--- src/hw/sssm_cfg.svh ---
// Offsets, field positions, reset values and widths of the socket status registers
`ifndef SSSM_CFG_SVH
`define SSSM_CFG_SVH

// Register byte offsets
`define SSSM_OFS_EVENT        5'h00
`define SSSM_OFS_MASK         5'h04
`define SSSM_OFS_STATE        5'h08
`define SSSM_OFS_FORCE        5'h0c
`define SSSM_ADDR_W           5

// Event and mask fields
`define SSSM_EVT_W            4
`define SSSM_BIT_POWER        3
`define SSSM_BIT_DETECT2      2
`define SSSM_BIT_DETECT1      1
`define SSSM_BIT_STATUS       0
`define SSSM_MASK_RESET       4'h0
`define SSSM_EVENT_RESET      4'h0
`define SSSM_DETECT_MASK_ON   2'h3

// Present-state fields
`define SSSM_BIT_SOCK_Y       31
`define SSSM_BIT_SOCK_X       30
`define SSSM_BIT_SOCK_3V3     29
`define SSSM_BIT_SOCK_5V      28
`define SSSM_CARD_V_HI        13
`define SSSM_CARD_V_LO        10
`define SSSM_BIT_BAD_SUPPLY   9
`define SSSM_BIT_DATA_LOST    8
`define SSSM_BIT_NOT_CARD     7
`define SSSM_BIT_READY        6
`define SSSM_BIT_CARDBUS      5
`define SSSM_BIT_16BIT        4
`define SSSM_SOCK_CAPS        4'h3
`define SSSM_CARD_V_RESET     4'h0

// Synchronised pin lanes
`define SSSM_PIN_W            4
`define SSSM_PIN_STATUS       0
`define SSSM_PIN_DETECT1      1
`define SSSM_PIN_DETECT2      2
`define SSSM_PIN_READY        3
`define SSSM_PIN_RESET        4'h6

`endif

--- src/hw/sssm_pkg.sv ---
// Types shared by the socket status and mask logic
package sssm_pkg;
   typedef logic [31:0] sssm_word_t;
   typedef logic [3:0]  sssm_evt_t;
   typedef struct packed {
      logic [3:0] card_v;
      logic       not_card;
      logic       cardbus;
      logic       bit16;
   } sssm_card_t;
endpackage : sssm_pkg

--- src/hw/sssm_pin_if.sv ---
// Synchronised socket pin levels and edges
`include "sssm_cfg.svh"
interface sssm_pin_if;
   logic [`SSSM_PIN_W-1:0] level;
   logic [`SSSM_PIN_W-1:0] rise;
   logic [`SSSM_PIN_W-1:0] fall;
   modport src (output level, output rise, output fall);
   modport dst (input level, input rise, input fall);
endinterface : sssm_pin_if

--- src/hw/sssm_pin_sync.sv ---
// Two-stage synchroniser and edge detector for the socket pins
`include "sssm_cfg.svh"
module sssm_pin_sync
   import sssm_pkg::*;
(
   input  wire logic                   clk_in,
   input  wire logic                   rst_n_in,
   input  wire logic [`SSSM_PIN_W-1:0] pins_in,
   sssm_pin_if.src                     pin_if
);
   logic [`SSSM_PIN_W-1:0] meta_ff;
   logic [`SSSM_PIN_W-1:0] sync_ff;
   logic [`SSSM_PIN_W-1:0] last_ff;

   always_ff @(posedge clk_in) begin
      if (!rst_n_in) begin
         meta_ff <= `SSSM_PIN_RESET;
         sync_ff <= `SSSM_PIN_RESET;
         last_ff <= `SSSM_PIN_RESET;
      end else begin
         meta_ff <= pins_in;
         sync_ff <= meta_ff;
         last_ff <= sync_ff;
      end
   end

   assign pin_if.level = sync_ff;
   assign pin_if.rise  = sync_ff & ~last_ff;
   assign pin_if.fall  = ~sync_ff & last_ff;
endmodule : sssm_pin_sync

--- src/hw/sssm_regs.sv ---
// Socket event, mask, present-state and force-event registers for one card socket
// Function
// - Event bits set on their conditions whatever the mask holds.
// - Mask bits 31 to 4 read zero and ignore writes.
// - Power change interrupts only while power_cycle_mask is 1.
// - Card detect interrupts only while card_detect_mask is 11.
// - Status pin interrupts only while card_status_change_mask is 1.
// - Force-event writes show up in the present-state register.
// - Card voltage and type flags latched on each completed identification or force write.
// - Card detect levels frozen while card identification runs.
// - Socket Y and X supply flags read 0.
// - Socket 3.3 V and 5 V supply flags read 1.
// - Present-state bits 27 to 14 read zero.
// - Four read-only card voltage support flags.
// - bad_supply_request set on an invalid power request.
// - removal_data_lost set when removal lost a cycle or data.
// - unrecognized_card held until a valid card is inserted.
// - Writing 1 clears an event bit; reset clears them all.
// - Status event on rising edge for CardBus, both edges otherwise.
// - detect_pin_one_level follows the first card detect pin.
`include "sssm_cfg.svh"
module sssm_regs
   import sssm_pkg::*;
(
   input  wire logic                    clk_in,
   input  wire logic                    rst_n_in,
   input  wire logic [`SSSM_ADDR_W-1:0] reg_addr_in,
   input  wire logic                    reg_wr_in,
   input  wire logic                    reg_rd_in,
   input  wire logic [31:0]             reg_wdata_in,
   output      logic [31:0]             reg_rdata_out,
   input  wire logic                    card_detect_pin_one_in,
   input  wire logic                    card_detect_pin_two_in,
   input  wire logic                    status_change_pin_in,
   input  wire logic                    ready_pin_in,
   input  wire logic                    socket_powered_in,
   input  wire logic                    interrogation_busy_in,
   input  wire logic                    interrogation_done_in,
   input  wire logic [3:0]              card_supports_in,
   input  wire logic                    card_is_cardbus_in,
   input  wire logic                    card_is_16bit_in,
   input  wire logic                    card_unrecognized_in,
   input  wire logic                    bad_supply_request_in,
   input  wire logic                    removal_data_lost_in,
   output      logic                    card_status_change_interrupt_out
);
   sssm_pin_if pin_if ();

   sssm_evt_t  event_ff;
   sssm_evt_t  nxt_event;
   sssm_evt_t  mask_ff;
   sssm_card_t card_ff;
   sssm_card_t nxt_card;
   logic [1:0] detect_ff;
   logic       powered_ff;
   logic       bad_supply_ff;
   logic       nxt_bad_supply;
   logic       data_lost_ff;
   logic       nxt_data_lost;
   logic       irq_ff;
   logic [31:0] rdata_ff;

   function automatic logic hit(input logic [`SSSM_ADDR_W-1:0] a,
                                input logic [`SSSM_ADDR_W-1:0] ofs);
      hit = (a == ofs);
   endfunction

   sssm_pin_sync u_pin_sync (
      .clk_in   (clk_in),
      .rst_n_in (rst_n_in),
      .pins_in  ({ready_pin_in, card_detect_pin_two_in, card_detect_pin_one_in,
                  status_change_pin_in}),
      .pin_if   (pin_if)
   );

   // Address decode
   wire wr_event = reg_wr_in & hit(reg_addr_in, `SSSM_OFS_EVENT);
   wire wr_mask  = reg_wr_in & hit(reg_addr_in, `SSSM_OFS_MASK);
   wire wr_force = reg_wr_in & hit(reg_addr_in, `SSSM_OFS_FORCE);

   // Event causes
   wire [1:0] detect_live = {pin_if.level[`SSSM_PIN_DETECT2], pin_if.level[`SSSM_PIN_DETECT1]};
   wire [1:0] detect_chg  = interrogation_busy_in ? 2'h0 : (detect_live ^ detect_ff);
   wire       power_chg   = socket_powered_in ^ powered_ff;
   wire       status_evt  = pin_if.rise[`SSSM_PIN_STATUS] |
                            (~card_ff.cardbus & pin_if.fall[`SSSM_PIN_STATUS]);
   wire [3:0] cause       = {power_chg, detect_chg, status_evt};
   wire [3:0] force_evt   = wr_force ? reg_wdata_in[3:0] : 4'h0;
   wire [3:0] clear_evt   = wr_event ? reg_wdata_in[3:0] : 4'h0;

   // Set wins over a write-one clear, independent of the mask
   assign nxt_event = (event_ff & ~clear_evt) | cause | force_evt;

   // Interrupt enables per event bit
   wire       detect_en = (mask_ff[`SSSM_BIT_DETECT2:`SSSM_BIT_DETECT1] ==
                           `SSSM_DETECT_MASK_ON);
   wire [3:0] irq_en    = {mask_ff[`SSSM_BIT_POWER], detect_en, detect_en,
                           mask_ff[`SSSM_BIT_STATUS]};
   wire       nxt_irq   = |(nxt_event & irq_en);

   // Card information latched on each completed identification, or forced
   always_comb begin
      nxt_card = card_ff;
      if (interrogation_done_in) begin
         nxt_card.card_v  = card_supports_in;
         nxt_card.cardbus = card_is_cardbus_in;
         nxt_card.bit16   = card_is_16bit_in;
         nxt_card.not_card = card_unrecognized_in;
      end
      if (wr_force) begin
         nxt_card.card_v   = reg_wdata_in[`SSSM_CARD_V_HI:`SSSM_CARD_V_LO];
         nxt_card.not_card = reg_wdata_in[`SSSM_BIT_NOT_CARD];
         nxt_card.cardbus  = reg_wdata_in[`SSSM_BIT_CARDBUS];
         nxt_card.bit16    = reg_wdata_in[`SSSM_BIT_16BIT];
      end
   end

   // A hardware set in the cycle of a force write of 0 still wins
   assign nxt_bad_supply = bad_supply_request_in |
                           (wr_force ? reg_wdata_in[`SSSM_BIT_BAD_SUPPLY] :
                            bad_supply_ff);
   assign nxt_data_lost  = removal_data_lost_in |
                           (wr_force ? reg_wdata_in[`SSSM_BIT_DATA_LOST] :
                            (data_lost_ff & ~interrogation_done_in));

   always_ff @(posedge clk_in) begin
      if (!rst_n_in) begin
         event_ff <= `SSSM_EVENT_RESET;
         mask_ff  <= `SSSM_MASK_RESET;
         irq_ff   <= 1'b0;
      end else begin
         event_ff <= nxt_event;
         irq_ff   <= nxt_irq;
         if (wr_mask) begin
            mask_ff <= reg_wdata_in[`SSSM_EVT_W-1:0];
         end
      end
   end

   always_ff @(posedge clk_in) begin
      if (!rst_n_in) begin
         card_ff       <= '{card_v: `SSSM_CARD_V_RESET, not_card: 1'b0,
                            cardbus: 1'b0, bit16: 1'b0};
         bad_supply_ff <= 1'b0;
         data_lost_ff  <= 1'b0;
         powered_ff    <= 1'b0;
         detect_ff     <= 2'h3;
      end else begin
         card_ff       <= nxt_card;
         bad_supply_ff <= nxt_bad_supply;
         data_lost_ff  <= nxt_data_lost;
         powered_ff    <= socket_powered_in;
         if (!interrogation_busy_in) begin
            detect_ff <= detect_live;
         end
      end
   end

   // Present-state word
   wire [31:0] state_word = {`SSSM_SOCK_CAPS,
                             14'h0,
                             card_ff.card_v, bad_supply_ff, data_lost_ff, card_ff.not_card,
                             pin_if.level[`SSSM_PIN_READY], card_ff.cardbus, card_ff.bit16,
                             powered_ff, detect_ff, pin_if.level[`SSSM_PIN_STATUS]};

   wire [31:0] rd_mux = hit(reg_addr_in, `SSSM_OFS_EVENT) ? {28'h0, event_ff} :
                        hit(reg_addr_in, `SSSM_OFS_MASK)  ? {28'h0, mask_ff} :
                        hit(reg_addr_in, `SSSM_OFS_STATE) ? state_word : 32'h0;

   always_ff @(posedge clk_in) begin
      if (!rst_n_in) begin
         rdata_ff <= 32'h0;
      end else if (reg_rd_in) begin
         rdata_ff <= rd_mux;
      end
   end

   assign reg_rdata_out                    = rdata_ff;
   assign card_status_change_interrupt_out = irq_ff;
endmodule : sssm_regs

--- config.mk ---
export PLATFORM = sky130hd
export DESIGN_NAME = sssm_regs
export DESIGN_NICKNAME = d
export VERILOG_FILES = /design/src/hw/sssm_pkg.sv /design/src/hw/sssm_pin_if.sv /design/src/hw/sssm_pin_sync.sv /design/src/hw/sssm_regs.sv
export VERILOG_INCLUDE_DIRS = /design/src /design/src/hw
export SDC_FILE = /design/constraint.sdc
export NUM_CORES = 1
export LEC_CHECK = 0
export BUFFER_PORTS_ARGS = -buffer_cell sky130_fd_sc_hd__buf_2
export CELL_PAD_IN_SITES_DETAIL_PLACEMENT = 1
export CELL_PAD_IN_SITES_GLOBAL_PLACEMENT = 1
export CORE_ASPECT_RATIO = 0.8
export CORE_MARGIN = 5
export CORE_UTILIZATION = 36
export CTS_CLUSTER_SIZE = 8
export DETAILED_ROUTE_END_ITERATION = 6
export PLACE_DENSITY_LB_ADDON = 0.1
export SLEW_MARGIN = 20
export SYNTH_ARGS = -nofsm -noshare
export SYNTH_HDL_FRONTEND = slang
export SYNTH_SLANG_ARGS = --single-unit
--- constraint.sdc ---
create_clock -name clk_in -period 3.1 [get_ports clk_in]
set_clock_uncertainty 0.15 [all_clocks]
set_input_delay 0.93 -clock clk_in [delete_from_list [all_inputs] [get_ports clk_in]]
set_output_delay 0.93 -clock clk_in [all_outputs]
set_load 0.005 [all_outputs]
-- Word-level counts from Yosys, hierarchy flattened
Cells that the tools add are included.
- logic and storage cells: 53
- input bits: 57
- bits in registers: 62
- output and inout bits: 33
- reductions and logical operators: 3
- equality and inequality tests: 4
- multiplexer cells: 10
- bitwise gates (word level): 21
- operator list (kind ; count):
    30-bit 2-to-1 mux ; 3
    7-bit 2-to-1 mux ; 2
    5-bit by 4-bit == test with 1-bit output, second input constant ; 2
    4-bit AND ; 2
    4-bit 2-to-1 mux ; 2
    4-bit bitwise OR ; 2
    1-bit AND ; 7
    5-bit by 3-bit == test with 1-bit output, second input constant ; 1
    5-bit zero test ; 1
    1-bit inverter ; 4
    4-bit inverter ; 1
    4-bit OR reduction ; 1
    1-bit bitwise OR ; 3
    2-bit == test, second input constant ; 1
    1-bit 2-to-1 mux ; 2
    2-bit 2-to-1 mux ; 1
    2-bit nonzero test ; 1
    2-bit XOR ; 1
    1-bit XOR ; 1

-- Logic depth before layout (Yosys ltp)
Gate-level depths: netlist (run 1).
- depth in word-level cells: 9
- depth in mapped cells: 6
- gate-level depth less buffers: 5

-- Cells and area by module
A second synthesis (run 1) with hierarchy kept.
- cell total of the unflattened synthesis: 221
- area total of the unflattened synthesis: 2162.1 um^2
- by module, submodules not included (module ; sequential area each (um^2) ; instances ; area each (um^2) ; cells each):
    sssm_regs ; 720.7 ; 1 ; 1785.5 ; 188
    sssm_pin_sync ; 240.2 ; 1 ; 376.6 ; 33

-- Worst setup path after synthesis (run 1)
OpenSTA, ideal clock, no wires.
- path type: input to register
- start point: input reg_addr_in[2]
- end point: register irq_ff, in the netlist card_status_change_interrupt_out
- setup slack: 0.696 ns
- required time: 2.835 ns
- arrival: 2.139 ns
- stages: 6
- buffers on the path: 2
- library setup time: 0.115 ns
- path through: buf_2 -> and4b_1 -> buf_6 -> a221o_1 -> a22o_1 -> o21a_1
- cells in the longest elaborated chain, start to end: 9
- elaborated cells between the ends (all ways): 12
- classes of those cells: eq/ne (1); mux (2); bitwise (7); reduce/logical (2)
- RTL lines (what ; line ; text):
    from (decl) ; sssm_regs.sv:27 ; input wire logic [`SSSM_ADDR_W-1:0] reg_addr_in,
    5-bit zero test ; sssm_regs.sv:65 ; hit = (a == ofs);
    1-bit AND ; sssm_regs.sv:77 ; wire wr_event = reg_wr_in & hit(reg_addr_in, `SSSM_OFS_EVENT);
    4-bit 2-to-1 mux ; sssm_regs.sv:89 ; wire [3:0] clear_evt = wr_event ? reg_wdata_in[3:0] : 4'h0;
    4-bit inverter ; sssm_regs.sv:92 ; assign nxt_event = (event_ff & ~clear_evt) | cause | force_evt;
    4-bit AND ; sssm_regs.sv:92 ;
    4-bit bitwise OR ; sssm_regs.sv:92 ;
    4-bit bitwise OR * ; sssm_regs.sv:92 ;
    4-bit AND * ; sssm_regs.sv:99 ; wire nxt_irq = |(nxt_event & irq_en);
    4-bit OR reduction * ; sssm_regs.sv:99 ;
    to (signal assigned) ; sssm_regs.sv:133 ; irq_ff <= nxt_irq;
    to (decl) ; sssm_regs.sv:60 ; logic irq_ff;
Mark *: on every way between the ends. The rest lies on a longest branch, timed or not.
A chain may end at the register's enable or synchronous reset.

-- Worst setup path in the final report (run 1)
- start point: input reg_addr_in[1]
- end point: register irq_ff, in the netlist card_status_change_interrupt_out
The elaborated chain is that of the path after synthesis.

==> results of run 1 <==
report_power, final:
group	leakage [nW]	switching, mW	internal (mW)
combinational	0.728	0.0542	0.0536
sequential	0.368	0.00919	0.597
clock	0.0443	0.190	0.177
total	1.14	0.254	0.827
cell usage after synthesis, types with 2 or more instances:
| master | number | area [µm²] |
|---|---|---|
| dfxtp_1 | 45 | 901 |
| nor2b_1 | 35 | 219 |
| buf_4 | 18 | 135 |
| mux2i_1 | 17 | 170 |
| nand2_1 | 16 | 60.1 |
| a21oi_1 | 15 | 75.1 |
| and2_1 | 9 | 56.3 |
| clkbuf_1 | 7 | 26.3 |
| nor2_1 | 7 | 26.3 |
| o211a_1 | 7 | 70.1 |
| nand3_1 | 5 | 25.0 |
| nand2b_1 | 4 | 25.0 |
| o21a_1 | 4 | 30.0 |
| o21ai_0 | 4 | 20.0 |
| a221o_1 | 2 | 20.0 |
| a221oi_1 | 2 | 17.5 |
| buf_2 | 2 | 10.0 |
| xnor2_1 | 2 | 17.5 |
critical path, stage by stage:
cell      delay [ns]
buf_2           0.12
nor3b_4         0.35
and4b_1         0.41
a221oi_1        0.16
a21oi_1         0.27
o21a_1          0.14
stage by stage:
| stage | power, mW | instance area (µm²) | setup slack (ns) | instances | util |
|---|---|---|---|---|---|
| 2_1_floorplan | 0.699 | 2080 | 0.696 | 229 | - |
| 3_3_place_gp | 0.728 | 2290 | 0.542 | 336 | 0.419 |
| 3_5_place_dp | 0.728 | 2290 | 0.525 | 336 | 0.419 |
| 4_1_cts | 1.10 | 2380 | 0.827 | 343 | 0.435 |
| 5_1_grt | 1.14 | 2380 | 0.751 | 343 | 0.435 |
| 6_report | 1.08 | 2380 | 0.809 | 343 | 0.435 |
sequential cells by signal, summed over array words and instances (netlist names), 2 cells and up:
| register | flops |
|---|---|
| u_pin_sync.meta_ff | 4 |
| detect_ff | 2 |
| mask_ff | 4 |
| card_ff | 7 |
| u_pin_sync.pin_if.level | 4 |
| reg_rdata_out | 15 |
| event_ff | 4 |
layer usage:
layer  vias up  wire length [µm]
met1       731              2190
met4         0                32
met5         -                 0
met3         4               268
met2        48              2080
li1        789                 -
final cells by class:
type | count | area [µm²] | area share
clock buffers | 7 | 86.3 | 0.0363
multi-input cells | 155 | 992 | 0.417
flip-flops and latches | 45 | 901 | 0.379
repair buffers | 58 | 300 | 0.126
well taps | 78 | 97.6 | 0.0411
worst paths after layout:
check | end | slack, ns | startpoint
worst max register to register | card_status_change_interrupt_out$_SDFF_PN0_ | 1.53 | card_ff[1]$_SDFFE_PN0P_
worst max-delay path | card_status_change_interrupt_out$_SDFF_PN0_ | 0.81 | reg_addr_in[1]
worst min register to register | u_pin_sync.pin_if.level[2]$_SDFF_PN1_ | 0.26 | u_pin_sync.meta_ff[2]$_SDFF_PN1_
worst min-delay path | u_pin_sync.pin_if.level[2]$_SDFF_PN1_ | 0.26 | u_pin_sync.meta_ff[2]$_SDFF_PN1_
cell families (layout without fill, tap and decap cells):
kind of cell | Yosys count | after routing | share of synthesized area
XOR/XNOR | 3 | 3 | 0.0130
other | 1 | 16 | 0.00185
buffers and inverters | 29 | 65 | 0.0921
AO/OA/AOI/OAI | 35 | 35 | 0.119
multiplexers | 18 | 18 | 0.0897
AND/OR/NAND/NOR | 83 | 83 | 0.239
flip-flops | 45 | 45 | 0.445
==> qor.csv, run 1 <==
stage,metric,value,unit
status,status,"complete, no violations",
worst_setup_path,CP arrival,2.38,ns
timing,Final Hold Viols,0,
worst_setup_path,FF-to-FF path depth,5,
global_route,first-pass GRT wire length,7.65,mm
placed_design,PortBufs,54,
synth,Mapped Area,2020,µm²
synth,Yosys warnings,0,
clock_network,PostCTS Resize Cnt,0,
global_route,gr usage total,0.130,
power,Power per Cell Area,455,nW/µm²
synth,Synth async-reset ratio,0,
synth,number of synthesized flops with an enable pin,0,
timing,Setup-failing EPs final,0,
cells_and_area,most frequent cells in the layout,"buf_2 (54), dfxtp_1 (45), nor2b_1 (35), mux2i_1 (17)",
worst_setup_path,WS Path Type,in2reg,
clock_network,# hold bufs at CTS,0,
global_route,aggregate global routing overflow,0,
routing,DRC violation total after the first TritonRoute iteration,64,
cells_and_area,share of cells above drive strength 1,0.253,
placed_design,placer congestion estimate,0.731,
synth,count of different cell masters after synthesis,31,
global_route,met1 usage,0.172,
timing,Hold Slack,0.264,ns
cells_and_area,fillers,698,
global_route,GR peak layer,met2,
global_route,antenna violations before repair,0,
worst_setup_path,critical path endpoint category,flip-flop,
hold_path,worst hold path depth,1,
synth,Syn Inst Count,214,
timing,fmax,0.436,GHz
timing,RSZ-0062 raised after global routing,false,
cells_and_area,"most common cell after layout, fill and taps aside",buf_2,
die,Initial Utilization,0.370,
die,die area,7230,µm²
synth,top_reg_cell synth,dfxtp_1,
synth,Mapped Avg Cell Area,9.45,µm²
clock_network,CTS tree,done,
clock_network,"Clk Latency, worst-skew pair",0.29,ns
timing,Slew Limit Headroom,0.547,
die,Rows,24,
die,Die Span Y,77.1,µm
clock_network,CTS Buf Count,5,
clock_network,CTS sink count,45,
clock_network,Setup Buffers After CTS,0,
power,Lkg Pwr,1.14,nW
timing,worst-margin pin slew,0.680,ns
power,Max VDD drop,0.209,mV
cells_and_area,antenna cells,0,
die,die span in x,93.8,µm
routing,WL per Instance,13.3,µm
clock_network,root buf cell,clkbuf_8,
synth,post-synthesis sequential area ratio,0.445,
global_route,GR Layer Usage met2,0.213,
cells_and_area,Layout area overhead,17.5,%
die,io pins,90,
placed_design,post-DP HPWL,3.32,mm
worst_setup_path,critical path launch point type,primary input,
routing,final WL,4.57,mm
worst_setup_path,WP data required,3.19,ns
timing,setup TNS,0,ns
global_route,vias in the first global route,1655,
routing,routed vias,1572,
clock_network,clk slew on worst S/H paths,0.08,ns
synth,#FFs+latches synth,45,
timing,crit share post-route,0.739,
routing,DRT antenna net count,0,
routing,first-pass iteration count of the detailed router,4,
routing,DRC,0,
flow_run,Max-Cap Viols,0,
clock_network,maximum clock path buffer count,2,
global_route,pin count of the biggest net entering global routing,46,
die,Core ar.,5470,µm²
timing,Slew Limit Fails,0,
clock_network,CTS HTree Levels,2,
hold_path,hold crit path type,reg2reg,
global_route,met3 GRT Util,0.0313,
routing,via/cell ratio,4.58,
worst_setup_path,critical-path maximum fanout,7,
timing,Period minus WS final,2.29,ns
cells_and_area,# nets final,322,
No activity file was read; power rests on OpenSTA's default activity.
==> run 2: changes to the inputs <==
- CORE_UTILIZATION: 36 -> 34
- clock period: 3.1 -> 2.3 ns (I/O delays scaled with it)
==> run 2 against run 1 <==
  * Sequential power is 35% higher
  * Critical path type unchanged
  * Global-route usage fell by 0.73 points
  * Routed wire length increased by 1.2%
  * Non-clock buffer count is 6 higher
  * Register-to-register slack lost 0.83 ns
  * Combinational power is 42% higher
  * Flip-flop and latch count stayed put
  * Critical path depth unchanged
  * First-iteration DRC count fell by 20%
  * Final cell count grew 2.9%
  * Largest cell class unchanged
  * Sequential share of layout area is 1.4 points lower
  * Largest power group unchanged
  * Clock power up 67%
==> qor.csv, run 2 (synthesis gave the netlist of run 1 again) <==
stage,metric,value,unit
status,status,"complete, no violations",
clock_network,maximum clock path buffer count,2,
worst_setup_path,critical path endpoint category,flip-flop,
cells_and_area,final cell count without fillers,353,
routing,DRC violation total after the first TritonRoute iteration,51,
timing,Setup-failing EPs final,0,
global_route,met3 GRT Util,0.0445,
worst_setup_path,WP data required,2.34,ns
routing,DRT antenna net count,0,
global_route,gr usage total,0.122,
timing,setup TNS,0,ns
clock_network,"Clk Latency, worst-skew pair",0.29,ns
timing,fmax,0.504,GHz
cells_and_area,"most common cell after layout, fill and taps aside",buf_2,
clock_network,PostCTS Resize Cnt,0,
power,Lkg Pwr,1.19,nW
cells_and_area,antenna cells,0,
die,io pins,90,
clock_network,CTS Buf Count,5,
global_route,aggregate global routing overflow,0,
worst_setup_path,critical-path maximum fanout,7,
placed_design,post-DP HPWL,3.41,mm
global_route,GR Layer Usage met2,0.198,
worst_setup_path,CP arrival,2.02,ns
timing,Period minus WS final,1.98,ns
worst_setup_path,FF-to-FF path depth,5,
die,Rows,25,
routing,first-pass iteration count of the detailed router,4,
placed_design,Placed Instances,345,
clock_network,CTS tree,done,
global_route,first-pass GRT wire length,7.14,mm
cells_and_area,share of cells above drive strength 1,0.272,
clock_network,Setup Buffers After CTS,0,
routing,DRC,0,
global_route,met1 usage,0.154,
cells_and_area,most frequent cells in the layout,"buf_2 (54), dfxtp_1 (45), nor2b_1 (35), mux2i_1 (17)",
placed_design,placer congestion estimate,0.741,
timing,Final Hold Viols,0,
clock_network,# hold bufs at CTS,0,
global_route,GR peak layer,met2,
power,Tot Pwr,1.59,mW
routing,via/cell ratio,4.46,
global_route,vias in the first global route,1533,
clock_network,CTS sink count,45,
power,Max VDD drop,0.314,mV
clock_network,CTS HTree Levels,2,
cells_and_area,# nets final,328,
routing,WL per Instance,13.1,µm
clock_network,clk slew on worst S/H paths,0.08,ns
die,die span in x,96.2,µm
routing,final WL,4.63,mm
timing,Slew Limit Fails,0,
global_route,antenna violations before repair,0,
flow_run,Max-Cap Viols,0,
hold_path,hold crit path type,reg2reg,
die,die area,7600,µm²
power,Power per Cell Area,642,nW/µm²
routing,routed vias,1574,
placed_design,PortBufs,54,
worst_setup_path,WS Path Type,in2reg,
worst_setup_path,critical path launch point type,primary input,
timing,crit share post-route,0.862,
die,Initial Utilization,0.346,
hold_path,worst hold path depth,1,
timing,RSZ-0062 raised after global routing,false,
die,Core ar.,5850,µm²
global_route,pin count of the biggest net entering global routing,40,
cells_and_area,Largest register FFs,15,
clock_network,root buf cell,clkbuf_8,
die,Die Span Y,79.0,µm
cells_and_area,Layout area overhead,22.0,%
-- run 2: cell count changes in the layout (fill, tap and decap cells not counted), sizes merged --
cell    change
bufinv      +1
buf         +6
-- run 2: area by class of cell --
type	count	area, µm²
clock inverter	1	30.0
tap	81	101
clock buffer	7	86.3
fill	729	3380
timing repair buffer	64	358
sequential	45	901
multi-input combinational	155	992
-- run 2: per-layer routing --
metal,vias up,share of wire,routed length (µm)
met4,0,0.0063,29
met5,-,0,0
met3,4,0.073,338
met2,44,0.47,2160
li1,797,-,-
met1,729,0.45,2100
-- run 2: power by group --
| part | internal (mW) | switching, mW | leakage [nW] | total (mW) |
|---|---|---|---|---|
| Combinational | 0.0791 | 0.0735 | 0.762 | 0.153 |
| Clock | 0.354 | 0.261 | 0.0585 | 0.616 |
| Sequential | 0.804 | 0.0128 | 0.368 | 0.817 |
| Total | 1.24 | 0.348 | 1.19 | 1.59 |
-- run 2: worst max-delay path, stage by stage --
cell and delay (ns):
buf_2 0.10, nor3b_4 0.17, and4b_1 0.28, a221o_1 0.38, a22o_1 0.23, o21a_1 0.18
-- run 2: worst paths after layout --
kind / start / to / slack, ns
hold reg to reg: u_pin_sync.meta_ff[2]$_SDFF_PN1_ / u_pin_sync.pin_if.level[2]$_SDFF_PN1_ / 0.26
setup / recovery: reg_wr_in / card_status_change_interrupt_out$_SDFF_PN0_ / 0.32
setup reg to reg: u_pin_sync.pin_if.level[0]$_SDFF_PN0_ / card_status_change_interrupt_out$_SDFF_PN0_ / 0.70
hold / removal: u_pin_sync.meta_ff[2]$_SDFF_PN1_ / u_pin_sync.pin_if.level[2]$_SDFF_PN1_ / 0.26
-- run 2: metrics by stage --
step            util  worst slack (ns)  instance area [µm²]  hold slack (ns)
2_1_floorplan      -             0.136                 2080            0.236
3_3_place_gp   0.402            0.0172                 2350            0.239
3_5_place_dp   0.402            0.0302                 2350            0.244
4_1_cts        0.422             0.335                 2470            0.265
5_1_grt        0.422             0.210                 2470            0.273
6_report       0.422             0.317                 2470            0.262
